$ cat src/hw/ctrl_port_pkg.sv
// Constants for the paged control port with write checksums
`default_nettype none
package ctrl_port_pkg;
	localparam logic [7:0] OFS_PAGE_SELECT = 8'h00;
	localparam logic [7:0] OFS_DEVICE_STATE = 8'h03;
	localparam logic [7:0] OFS_XOR_CHECKSUM = 8'h7d;
	localparam logic [7:0] OFS_CRC_CHECKSUM = 8'h7e;
	localparam logic [7:0] OFS_BOOK_SELECT = 8'h7f;
	localparam logic [7:0] BOOK_CHECKSUM = 8'h8c;
	localparam logic [7:0] PAGE_ZERO = 8'h00;
	localparam logic [7:0] CRC_POLY = 8'h07;
	localparam logic [7:0] DEVICE_STATE_RESET = 8'h10;
	localparam int STATE_LSB = 0;
	localparam int STATE_MSB = 1;
	localparam logic [1:0] STATE_DEEP_SLEEP = 2'h0;
	localparam logic [1:0] STATE_SLEEP = 2'h1;
	localparam logic [1:0] STATE_HIZ = 2'h2;
	localparam logic [1:0] STATE_PLAY = 2'h3;
	localparam logic [6:0] TARGET_ADDR_DEFAULT = 7'h4c;
endpackage
`default_nettype wire

$ cat src/hw/crc8_step.sv
// One-byte CRC update, polynomial from the package
`default_nettype none
module crc8_step
	import ctrl_port_pkg::*;
(
	input wire logic [7:0] crc_i,
	input wire logic [7:0] data_i,
	output logic [7:0] crc_o
);
	always_comb begin
		logic [7:0] c;
		c = crc_i ^ data_i;
		for (int i = 0; i < 8; i++) begin
			c = c[7] ? ((c << 1) ^ CRC_POLY) : (c << 1);
		end
		crc_o = c;
	end
endmodule
`default_nettype wire

$ cat src/hw/paged_control_port_checksum.sv
// I2C target control port with book/page selection and write checksums
`default_nettype none
module paged_control_port_checksum
	import ctrl_port_pkg::*;
#(
	parameter logic [6:0] TARGET_ADDR = TARGET_ADDR_DEFAULT
)(
	input wire logic clk_i,
	input wire logic nrst_i,
	input wire logic scl_i,
	input wire logic sda_i,
	input wire logic power_down_pin_i,
	output logic sda_o,
	output logic sda_oe_o,
	output logic [7:0] book_o,
	output logic [7:0] page_o,
	output logic [1:0] device_state_o
);
	// ************************************
	// Input synchronisers
	// ************************************
	logic [1:0] scl_s_q, sda_s_q, wake_s_q;
	logic scl_q, sda_q;
	always_ff @(posedge clk_i or negedge nrst_i) begin
		if (!nrst_i) begin
			scl_s_q <= 2'h3;
			sda_s_q <= 2'h3;
			wake_s_q <= 2'h0;
			scl_q <= 1'b1;
			sda_q <= 1'b1;
		end else begin
			scl_s_q <= {scl_s_q[0], scl_i};
			sda_s_q <= {sda_s_q[0], sda_i};
			wake_s_q <= {wake_s_q[0], power_down_pin_i};
			scl_q <= scl_s_q[1];
			sda_q <= sda_s_q[1];
		end
	end
	wire logic scl = scl_s_q[1];
	wire logic sda = sda_s_q[1];
	wire logic awake = wake_s_q[1];
	wire logic scl_rise = scl & ~scl_q;
	wire logic scl_fall = ~scl & scl_q;
	wire logic start_c = scl & scl_q & sda_q & ~sda;
	wire logic stop_c = scl & scl_q & ~sda_q & sda;

	// ************************************
	// Transfer state
	// ************************************
	typedef enum {ST_IDLE, ST_ADDR, ST_ADDR_ACK, ST_SUB, ST_SUB_ACK,
		ST_WDATA, ST_WDATA_ACK, ST_RDATA, ST_RDATA_ACK} st_t;
	st_t st_q, st_d;
	logic [3:0] bit_q, bit_d;
	logic [7:0] shift_q, shift_d;
	logic [7:0] sub_q, sub_d;
	logic ack_ok_q, ack_ok_d;
	logic sda_o_q, sda_o_d, sda_oe_q, sda_oe_d;
	logic [7:0] book_q, book_d, page_q, page_d, state_reg_q, state_reg_d;
	logic [7:0] crc_q, crc_d, xor_q, xor_d;
	logic [7:0] crc_next;
	logic [7:0] rd_byte;

	crc8_step u_crc (
		.crc_i(crc_q),
		.data_i(shift_q),
		.crc_o(crc_next)
	);

	always_comb begin
		rd_byte = 8'h00;
		if (sub_q == OFS_PAGE_SELECT) begin
			rd_byte = page_q;
		end else if (page_q == PAGE_ZERO && sub_q == OFS_BOOK_SELECT) begin
			rd_byte = book_q;
		end else if (book_q == 8'h00 && page_q == PAGE_ZERO && sub_q == OFS_DEVICE_STATE) begin
			rd_byte = state_reg_q;
		end else if (book_q == BOOK_CHECKSUM && page_q == PAGE_ZERO
				&& sub_q == OFS_CRC_CHECKSUM) begin
			rd_byte = crc_q;
		end else if (book_q == BOOK_CHECKSUM && page_q == PAGE_ZERO
				&& sub_q == OFS_XOR_CHECKSUM) begin
			rd_byte = xor_q;
		end
	end

	always_comb begin
		logic is_page_wr, is_book_wr, at_ck_page;
		is_page_wr = (sub_q == OFS_PAGE_SELECT);
		is_book_wr = (page_q == PAGE_ZERO) && (sub_q == OFS_BOOK_SELECT);
		at_ck_page = (book_q == BOOK_CHECKSUM) && (page_q == PAGE_ZERO);
		st_d = st_q;
		bit_d = bit_q;
		shift_d = shift_q;
		sub_d = sub_q;
		ack_ok_d = ack_ok_q;
		sda_o_d = sda_o_q;
		sda_oe_d = sda_oe_q;
		book_d = book_q;
		page_d = page_q;
		state_reg_d = state_reg_q;
		crc_d = crc_q;
		xor_d = xor_q;
		if (!awake) begin
			st_d = ST_IDLE;
			sda_oe_d = 1'b0;
		end else if (start_c) begin
			st_d = ST_ADDR;
			bit_d = 4'h0;
			sda_oe_d = 1'b0;
		end else if (stop_c) begin
			st_d = ST_IDLE;
			sda_oe_d = 1'b0;
		end else begin
			unique case (st_q)
				ST_IDLE: ;
				ST_ADDR, ST_SUB, ST_WDATA: begin
					if (scl_rise) begin
						shift_d = {shift_q[6:0], sda};
						bit_d = bit_q + 4'h1;
					end
					if (scl_fall && bit_q == 4'h8) begin
						bit_d = 4'h0;
						if (st_q == ST_ADDR) begin
							ack_ok_d = (shift_q[7:1] == TARGET_ADDR);
							sda_oe_d = (shift_q[7:1] == TARGET_ADDR);
							st_d = (shift_q[7:1] == TARGET_ADDR) ? ST_ADDR_ACK : ST_IDLE;
						end else begin
							sda_oe_d = 1'b1;
							st_d = (st_q == ST_SUB) ? ST_SUB_ACK : ST_WDATA_ACK;
						end
						sda_o_d = 1'b0;
						if (st_q == ST_SUB) begin
							sub_d = shift_q;
						end
						if (st_q == ST_WDATA) begin
							if (!is_page_wr && !is_book_wr) begin
								crc_d = crc_next;
							end
							if (book_q == BOOK_CHECKSUM && page_q != PAGE_ZERO
									&& !is_page_wr) begin
								xor_d = xor_q ^ shift_q;
							end
							if (is_page_wr) begin
								page_d = shift_q;
							end else if (is_book_wr) begin
								book_d = shift_q;
							end else if (book_q == 8'h00 && page_q == PAGE_ZERO
									&& sub_q == OFS_DEVICE_STATE) begin
								state_reg_d = shift_q;
							end else if (at_ck_page && sub_q == OFS_CRC_CHECKSUM) begin
								crc_d = shift_q;
							end else if (at_ck_page && sub_q == OFS_XOR_CHECKSUM) begin
								xor_d = shift_q;
							end
						end
					end
				end
				ST_ADDR_ACK, ST_SUB_ACK, ST_WDATA_ACK: begin
					if (scl_fall) begin
						if (st_q == ST_ADDR_ACK && shift_q[0]) begin
							st_d = ST_RDATA;
							shift_d = rd_byte;
							sda_o_d = rd_byte[7];
							sda_oe_d = 1'b1;
							bit_d = 4'h1;
						end else begin
							if (st_q == ST_WDATA_ACK) begin
								sub_d = sub_q + 8'h01;
							end
							st_d = (st_q == ST_ADDR_ACK) ? ST_SUB : ST_WDATA;
							sda_oe_d = 1'b0;
						end
					end
				end
				ST_RDATA: begin
					if (scl_fall) begin
						if (bit_q == 4'h8) begin
							sda_oe_d = 1'b0;
							st_d = ST_RDATA_ACK;
							sub_d = sub_q + 8'h01;
						end else begin
							sda_o_d = shift_q[7 - bit_q[2:0]];
							bit_d = bit_q + 4'h1;
						end
					end
				end
				ST_RDATA_ACK: begin
					if (scl_rise) begin
						ack_ok_d = ~sda;
					end
					if (scl_fall) begin
						if (ack_ok_q) begin
							st_d = ST_RDATA;
							shift_d = rd_byte;
							sda_o_d = rd_byte[7];
							sda_oe_d = 1'b1;
							bit_d = 4'h1;
						end else begin
							st_d = ST_IDLE;
						end
					end
				end
			endcase
		end
	end

	always_ff @(posedge clk_i or negedge nrst_i) begin
		if (!nrst_i) begin
			st_q <= ST_IDLE;
			bit_q <= 4'h0;
			shift_q <= 8'h00;
			sub_q <= 8'h00;
			ack_ok_q <= 1'b0;
			sda_o_q <= 1'b1;
			sda_oe_q <= 1'b0;
			book_q <= 8'h00;
			page_q <= 8'h00;
			state_reg_q <= DEVICE_STATE_RESET;
			crc_q <= 8'h00;
			xor_q <= 8'h00;
		end else begin
			st_q <= st_d;
			bit_q <= bit_d;
			shift_q <= shift_d;
			sub_q <= sub_d;
			ack_ok_q <= ack_ok_d;
			sda_o_q <= sda_o_d;
			sda_oe_q <= sda_oe_d;
			book_q <= book_d;
			page_q <= page_d;
			state_reg_q <= state_reg_d;
			crc_q <= crc_d;
			xor_q <= xor_d;
		end
	end

	assign sda_o = sda_o_q;
	assign sda_oe_o = sda_oe_q;
	assign book_o = book_q;
	assign page_o = page_q;
	assign device_state_o = state_reg_q[STATE_MSB:STATE_LSB];

	// ************************************
	// Checks
	// ************************************
	property p_quiet_when_down;
		@(posedge clk_i) disable iff (!nrst_i) !awake |=> !sda_oe_q;
	endproperty
	a_quiet_when_down: assert property (p_quiet_when_down) else $error("drives while down");
	property p_read_keeps_crc;
		@(posedge clk_i) disable iff (!nrst_i) (st_q == ST_RDATA) |=> $stable(crc_q);
	endproperty
	a_read_keeps_crc: assert property (p_read_keeps_crc) else $error("read moved crc");
	property p_xor_book;
		@(posedge clk_i) disable iff (!nrst_i)
			(book_q != BOOK_CHECKSUM && $stable(book_q)) |=> $stable(xor_q);
	endproperty
	a_xor_book: assert property (p_xor_book) else $error("xor moved outside book");
	property p_page_wr;
		@(posedge clk_i) disable iff (!nrst_i)
			(st_q == ST_WDATA && scl_fall && bit_q == 4'h8 && sub_q == OFS_PAGE_SELECT
			&& awake && !start_c && !stop_c) |=> (page_q == $past(shift_q) && $stable(crc_q));
	endproperty
	a_page_wr: assert property (p_page_wr) else $error("page write wrong");
	property p_sub_inc;
		@(posedge clk_i) disable iff (!nrst_i)
			(st_q == ST_WDATA_ACK && st_d == ST_WDATA) |=> sub_q == $past(sub_q) + 8'h01;
	endproperty
	a_sub_inc: assert property (p_sub_inc) else $error("subaddress not advanced");
	property p_rd_inc;
		@(posedge clk_i) disable iff (!nrst_i)
			(st_q == ST_RDATA && st_d == ST_RDATA_ACK) |=> sub_q == $past(sub_q) + 8'h01;
	endproperty
	a_rd_inc: assert property (p_rd_inc) else $error("read subaddress not advanced");
	property p_book_wr;
		@(posedge clk_i) disable iff (!nrst_i)
			(st_q == ST_WDATA && st_d == ST_WDATA_ACK && page_q == PAGE_ZERO
			&& sub_q == OFS_BOOK_SELECT) |=> book_q == $past(shift_q);
	endproperty
	a_book_wr: assert property (p_book_wr) else $error("book write wrong");
	property p_crc_upd;
		@(posedge clk_i) disable iff (!nrst_i)
			(st_q == ST_WDATA && st_d == ST_WDATA_ACK && sub_q != OFS_PAGE_SELECT
			&& !(page_q == PAGE_ZERO && sub_q >= OFS_CRC_CHECKSUM))
			|=> crc_q == $past(crc_next);
	endproperty
	a_crc_upd: assert property (p_crc_upd) else $error("crc not updated");
endmodule
`default_nettype wire

$ cat config.mk
export PLATFORM = sky130hd
export DESIGN_NAME = paged_control_port_checksum
export DESIGN_NICKNAME = d
export VERILOG_FILES = /design/src/hw/ctrl_port_pkg.sv /design/src/hw/crc8_step.sv /design/src/hw/paged_control_port_checksum.sv
export SDC_FILE = /design/constraint.sdc
export NUM_CORES = 1
export LEC_CHECK = 0
export ABC_AREA = 1
export BUFFER_PORTS_ARGS = -buffer_cell sky130_fd_sc_hd__clkbuf_2
export CAP_MARGIN = 5
export CELL_PAD_IN_SITES_DETAIL_PLACEMENT = 0
export CELL_PAD_IN_SITES_GLOBAL_PLACEMENT = 2
export CORE_UTILIZATION = 33
export DETAILED_ROUTE_END_ITERATION = 7
export HOLD_SLACK_MARGIN = 0.12
export PLACE_DENSITY = 0.79
export REMOVE_ABC_BUFFERS = 1
export SYNTH_ARGS = -nofsm -noshare
export SYNTH_HDL_FRONTEND = slang
export SYNTH_SLANG_ARGS = --single-unit
$ cat constraint.sdc
create_clock -name clk_i -period 4.6 [get_ports clk_i]
set_input_delay 0.69 -clock clk_i [delete_from_list [all_inputs] [get_ports clk_i]]
set_output_delay 0.69 -clock clk_i [all_outputs]
set_load 0.1 [all_outputs]
Word level (Yosys, flattened, before mapping) --
Index checks and enable logic that the tools add are counted. Widths: inputs -> output; s select.
Word-level totals: bits of input ports 5, bits in registers 103, logic and storage cells 220
Cells by class: equality and inequality tests 49, reductions and logical operators 35, $lt $le $gt $ge 1, muxes and demuxes 90, bitwise logic cells 25, $add $sub $neg 3
Operators by type and width (count):
- $mux 32 | 8
- $mux 8 | 28
- $eq 32x3->1 const B | 6
- $pmux 32 s4 | 1
- $eq 32x2->1 const B | 3
- $eq 32x4->1 const B | 3
- $pmux 8 s3 | 2
- $mux 4 | 10
- $mux 3 | 12
- $eq 32x1->1 const B | 1
- $lt 32x4->1 const B | 1
- $ne 2x2->1 const B | 15
- $ne 5x5->1 const B | 6
- $eq 8x7->1 const B | 3
- $logic_not 8->1 | 3
- $not 3->3 | 8
- $mux 1 | 22
- $reduce_and 11->1 | 2
- $reduce_and 7->1 | 3
- $ne 3x3->1 const B | 6
- $reduce_and 9->1 | 2
- $pmux 4 s4 | 1
- $xor 8x8->8 | 2
- $reduce_and 6->1 | 2
- 25 further kinds | 53

Logic depth before layout (Yosys ltp) --
depth after elaboration 22, gate-level depth with buffers 13, mapped depth without buffers 13

Modules after synthesis --
Synthesis repeated with hierarchy kept, for this count alone.
Unflattened totals: cell total of the unflattened synthesis 709, area total of the unflattened synthesis 5185.0 um^2
Modules (own cells, without submodules):
- paged_control_port_checksum | seq. area each 1886.8 um^2, area each 4807.1 um^2, cells each 635, times used 1
- crc8_step | seq. area each 0.0 um^2, area each 377.9 um^2, cells each 74, times used 1

Worst setup path before layout --
Ideal clock, no wire load.
path type reg2reg, from register page_q[7], in the netlist page_o[7], to register crc_q[6], data required time 4483 ps, cell stages (with the launch flop) 12, data arrival time 2097 ps, setup time 117 ps, clock period less this slack 2215 ps, slack 2385 ps, cell sequence dfrtp_1 > nor2_1 > nand2_1 > nor2_4 > nand2_2 > nand2_2 > nor2_2 > nand2_4 > inv_2 > nand2_1 > nand3_1 > nand2_1
On the way: longest elaborated chain between the ends 9
Ends and longest elaborated chain:
- start: declaration | line paged_control_port_checksum.sv:58 | logic [7:0] book_q, book_d, page_q, page_d, state_reg_q, state_reg_d;
- start signal: assignment | line paged_control_port_checksum.sv:230 | page_q <= page_d;
- $logic_not 8->1 * | line paged_control_port_checksum.sv:89, paged_control_port_checksum.sv:90, paged_control_port_checksum.sv:147
- $logic_and 1x1->1 | line paged_control_port_checksum.sv:89 | is_book_wr = (page_q == PAGE_ZERO) && (sub_q == OFS_BOOK_SELECT);
- $logic_not 1->1 | line paged_control_port_checksum.sv:136 | if (!is_page_wr && !is_book_wr) begin
- $logic_and 1x1->1 | line paged_control_port_checksum.sv:136
- $mux 8 | line paged_control_port_checksum.sv:136
- $mux 8 | line paged_control_port_checksum.sv:150 | end else if (at_ck_page && sub_q == OFS_CRC_CHECKSUM) begin
- $mux 8 | line paged_control_port_checksum.sv:147 | end else if (book_q == 8'h00 && page_q == PAGE_ZERO
- $mux 8 | line paged_control_port_checksum.sv:145 | end else if (is_book_wr) begin
- $mux 8 * | line paged_control_port_checksum.sv:143 | if (is_page_wr) begin
- end signal: assignment | line paged_control_port_checksum.sv:232 | crc_q <= crc_d;
- end: declaration | line paged_control_port_checksum.sv:59 | logic [7:0] crc_q, crc_d, xor_q, xor_d;
Mark *: on every way between the ends. The rest lies on a longest branch, timed or not. A chain may end at the register's enable or synchronous reset.

Final worst setup path --
from register sub_q[0], to register xor_q[3]
On the way: longest elaborated chain between the ends 9
Ends and longest elaborated chain:
- start: declaration | line paged_control_port_checksum.sv:55 | logic [7:0] sub_q, sub_d;
- start signal: assignment | line paged_control_port_checksum.sv:225 | sub_q <= sub_d;
- $logic_not 8->1 | line paged_control_port_checksum.sv:88 | is_page_wr = (sub_q == OFS_PAGE_SELECT);
- $logic_not 1->1 | line paged_control_port_checksum.sv:140 | && !is_page_wr) begin
- $logic_and 1x1->1 | line paged_control_port_checksum.sv:140
- $mux 8 | line paged_control_port_checksum.sv:139 | if (book_q == BOOK_CHECKSUM && page_q != PAGE_ZERO
- $mux 8 | line paged_control_port_checksum.sv:152 | end else if (at_ck_page && sub_q == OFS_XOR_CHECKSUM) begin
- $mux 8 | line paged_control_port_checksum.sv:150
- $mux 8 | line paged_control_port_checksum.sv:147
- $mux 8 | line paged_control_port_checksum.sv:145
- $mux 8 * | line paged_control_port_checksum.sv:143
- end signal: assignment | line paged_control_port_checksum.sv:233 | xor_q <= xor_d;
- end: declaration | line paged_control_port_checksum.sv:59
Marked as above.

==> results.cfg <==
[synth]
netlist_instances = 813
yosys_warnings = 0
synthDistinctLibCells = 38
synth_area_mm2 = 0.00529
synth_seq_area_share = 0.357
syn_avg_cell_area_um2 = 6.51
synth-seq-cells = 75

[grt]
grt_antenna_before_repair = 0
grt_pass1_vias = 4875
grt_pass1_wl_um = 26600
grt_usage = 0.214
grt_max_degree = 76
gr-total-overflow = 0

[setup_path]
cp-endpoint = xor_q[3]
required_ps = 4850
rr_worst_depth = 13
r2r_start = sub_q[0]
cp-startpoint = sub_q[0]
r2r-end = xor_q[3]
worstSetupPathType = reg2reg
critical_path_arrival_ps = 2900
worst_setup_path_end_kind = register
r2r_slack_ps = 1950
crit_fanout = 11
critPathLaunchType = register

[power]
powerDensity_mw_per_mm2 = 513
vdd_drop_max_mv = 0.210
p_leak_nw = 3.01

[clock_network]
cts_buffers = 9
root_buffer = clkbuf_16
postCtsResizedCells = 0
clk_path_buf_depth = 2
path_clk_slew_ps = 70
post_cts_buffers = 0
cts_tree = built
cts.sinks = 75
clock_latency_ps = 350
ctsHtreeMaxLevel = 3
cts_hold_buf = 0

[timing]
finalCritPeriodShare = 0.576
rsz0062_at_grt = no
period_minus_slack_ps = 2650
setup_tns_ps = 0
setup_viol = 0
max_clock_freq_ghz = 0.377
final-max-slew-violation-count = 0
skew_ps = 9.91
worstMarginPinSlew_ps = 994
hold_viol = 0
slew_headroom = 0.338

[run]
maxCapViolCount = 0

[drt]
wl_um = 16500
first_pass_iters = 5
drt-initial-drc-count = 509
via_per_inst = 4.95
wl_per_cell_um = 15.8
drc = 0
ant_nets = 0
vias = 5165

[layout]
final_nets = 839
diodes = 0
drive_gt1_frac = 0.107
synthToLayoutAreaGrowth_pct = 10.3
n_fill_cell = 1717
final_area_mm2 = 0.00583

[worst_hold_path]
hp-class = reg2reg

[die]
die_y_um = 129
core_area_mm2 = 0.0154
ioPinCount = 25
initial_core_util = 0.343
rows = 45
die_w_um = 129
die_area_mm2 = 0.0165

[run_status]
outcome = finished clean

[place]
io_buffers = 24
place.gp.congestion = 0.846
hpwl_um = 11900
dpl_cell_area_mm2 = 0.00556
==> layer usage <==
| metal | up-vias | track usage | wire (µm) |
|---|---|---|---|
| li1 | 2611 | - | - |
| met1 | 2447 | 0.297 | 7890 |
| met2 | 95 | 0.342 | 7740 |
| met3 | 12 | 0.0412 | 708 |
| met4 | 0 | 0.0484 | 113 |
| met5 | - | 0 | 0 |
==> registers in the layout, summed over array words and instances, names as in the netlist <==
register / count
book_o: 8
st_q: 4
xor_q: 8
sda_oe_o: 1
state_reg_q: 8
sub_q: 8
ack_ok_q: 1
page_o: 8
sda_o: 1
scl_s_q: 2
bit_q: 4
sda_s_q: 2
shift_q: 8
scl_q: 1
sda_q: 1
crc_q: 8
wake_s_q: 2
==> cells in the mapped netlist <==
cell type,number,area [µm²]
nand2_1,332,1250
o21ai_1,12,60.1
nor3_1,6,30.0
inv_1,67,251
nand3_1,82,410
o21bai_1,1,7.51
a31o_2,1,8.76
nand2_2,9,56.3
nand3b_1,1,7.51
o21ai_0,46,230
nand3_4,3,52.6
o211ai_2,1,12.5
buf_2,12,60.1
a31oi_1,2,12.5
a21oi_4,1,16.3
inv_4,1,6.26
nor2_1,78,293
nor2_4,5,56.3
dfstp_2,8,210
buf_6,2,22.5
o21a_1,5,37.5
dfrtp_1,67,1680
nand3_2,2,20.0
a21oi_1,12,60.1
buf_4,3,22.5
nor2_2,5,31.3
inv_2,10,37.5
o211ai_1,1,7.51
xor2_1,9,78.8
nor3_4,1,16.3
nand2_4,1,11.3
clkbuf_1,3,11.3
nand4_2,1,12.5
nand4_4,1,21.3
a211oi_1,1,7.51
ha_1,6,75.1
xnor2_1,7,61.3
nand4_1,8,50.1
==> layout make-up <==
cell class / instances / area [µm²] / share of cell area
flip-flops and latches: 75 / 1890 / 0.323
clock inverters: 6 / 46.3 / 0.00793
well taps: 211 / 264 / 0.0452
inverters: 78 / 295 / 0.0506
repair buffers: 24 / 123 / 0.0210
multi-input cells: 640 / 2990 / 0.513
clock buffers: 10 / 229 / 0.0392
==> stage by stage <==
stage	utilization	setup WS [ps]	total power, mW	cells	hold WS (ps)
finish	0.378	1950	2.99	1044	356
global route	0.378	1650	3.24	1044	364
CTS	0.378	1910	3.03	1044	358
detailed placement	0.360	1930	2.32	1028	347
global placement	0.360	2030	2.31	1028	334
floorplan	-	2300	1.89	793	331
==> worst min-delay path by stage <==
stage | from | end | slack [ps] | cells after the start
floorplan | wake_s_q[0] | wake_s_q[1] | 330 | 0
global placement | wake_s_q[0] | wake_s_q[1] | 330 | 0
detailed placement | sda_s_q[0] | sda_s_q[1] | 350 | 0
CTS | sda_s_q[0] | sda_s_q[1] | 360 | 0
global route | sda_s_q[0] | sda_s_q[1] | 360 | 0
finish | sda_s_q[0] | sda_s_q[1] | 360 | 0
==> report_power, final <==
part | switching [mW] | internal, mW | leakage [nW] | total, mW
Combinational | 0.969 | 0.411 | 1.89 | 1.38
Sequential | 0.179 | 0.745 | 0.994 | 0.924
Clock | 0.317 | 0.371 | 0.130 | 0.687
==> worst max-delay path, stage by stage, from the launching register on <==
cell and delay (ps):
dfrtp_1 460, inv_1 110, ha_1 150, nand2_1 50
nor2_1 600, inv_1 190, nand3_1 370, inv_1 240
nand2_1 100, nand2_1 50, nand2_1 60, nand2_1 50
nand2_1 60, nand2_1 50
==> cells in the final DEF, fill, tap and decap left out, types with 2 or more instances in the layout <==
cell and n:
o21ai_0 46, nor2_2 5, dfrtp_1 67, nand3_4 3
xor2_1 9, o21a_1 5, inv_6 3, dfstp_2 8
clkbuf_16 9, a31oi_1 2, a21oi_1 12, inv_1 67
clkbuf_2 23, nand3_1 82, o21ai_1 12, nor3_1 6
xnor2_1 7, nand2_2 9, nand4_1 8, clkinvlp_4 2
nor2_4 5, nor2_1 78, nand3_2 2, nand2_1 332
inv_2 10, ha_1 6
==> kinds of logic after synthesis <==
family / synth area share
compound gates: 0.0871
flops: 0.357
simple gates: 0.438
buf+inv: 0.0778
fa+ha+maj: 0.0142
xor+xnor: 0.0265
(Power assumes the default switching activity.)
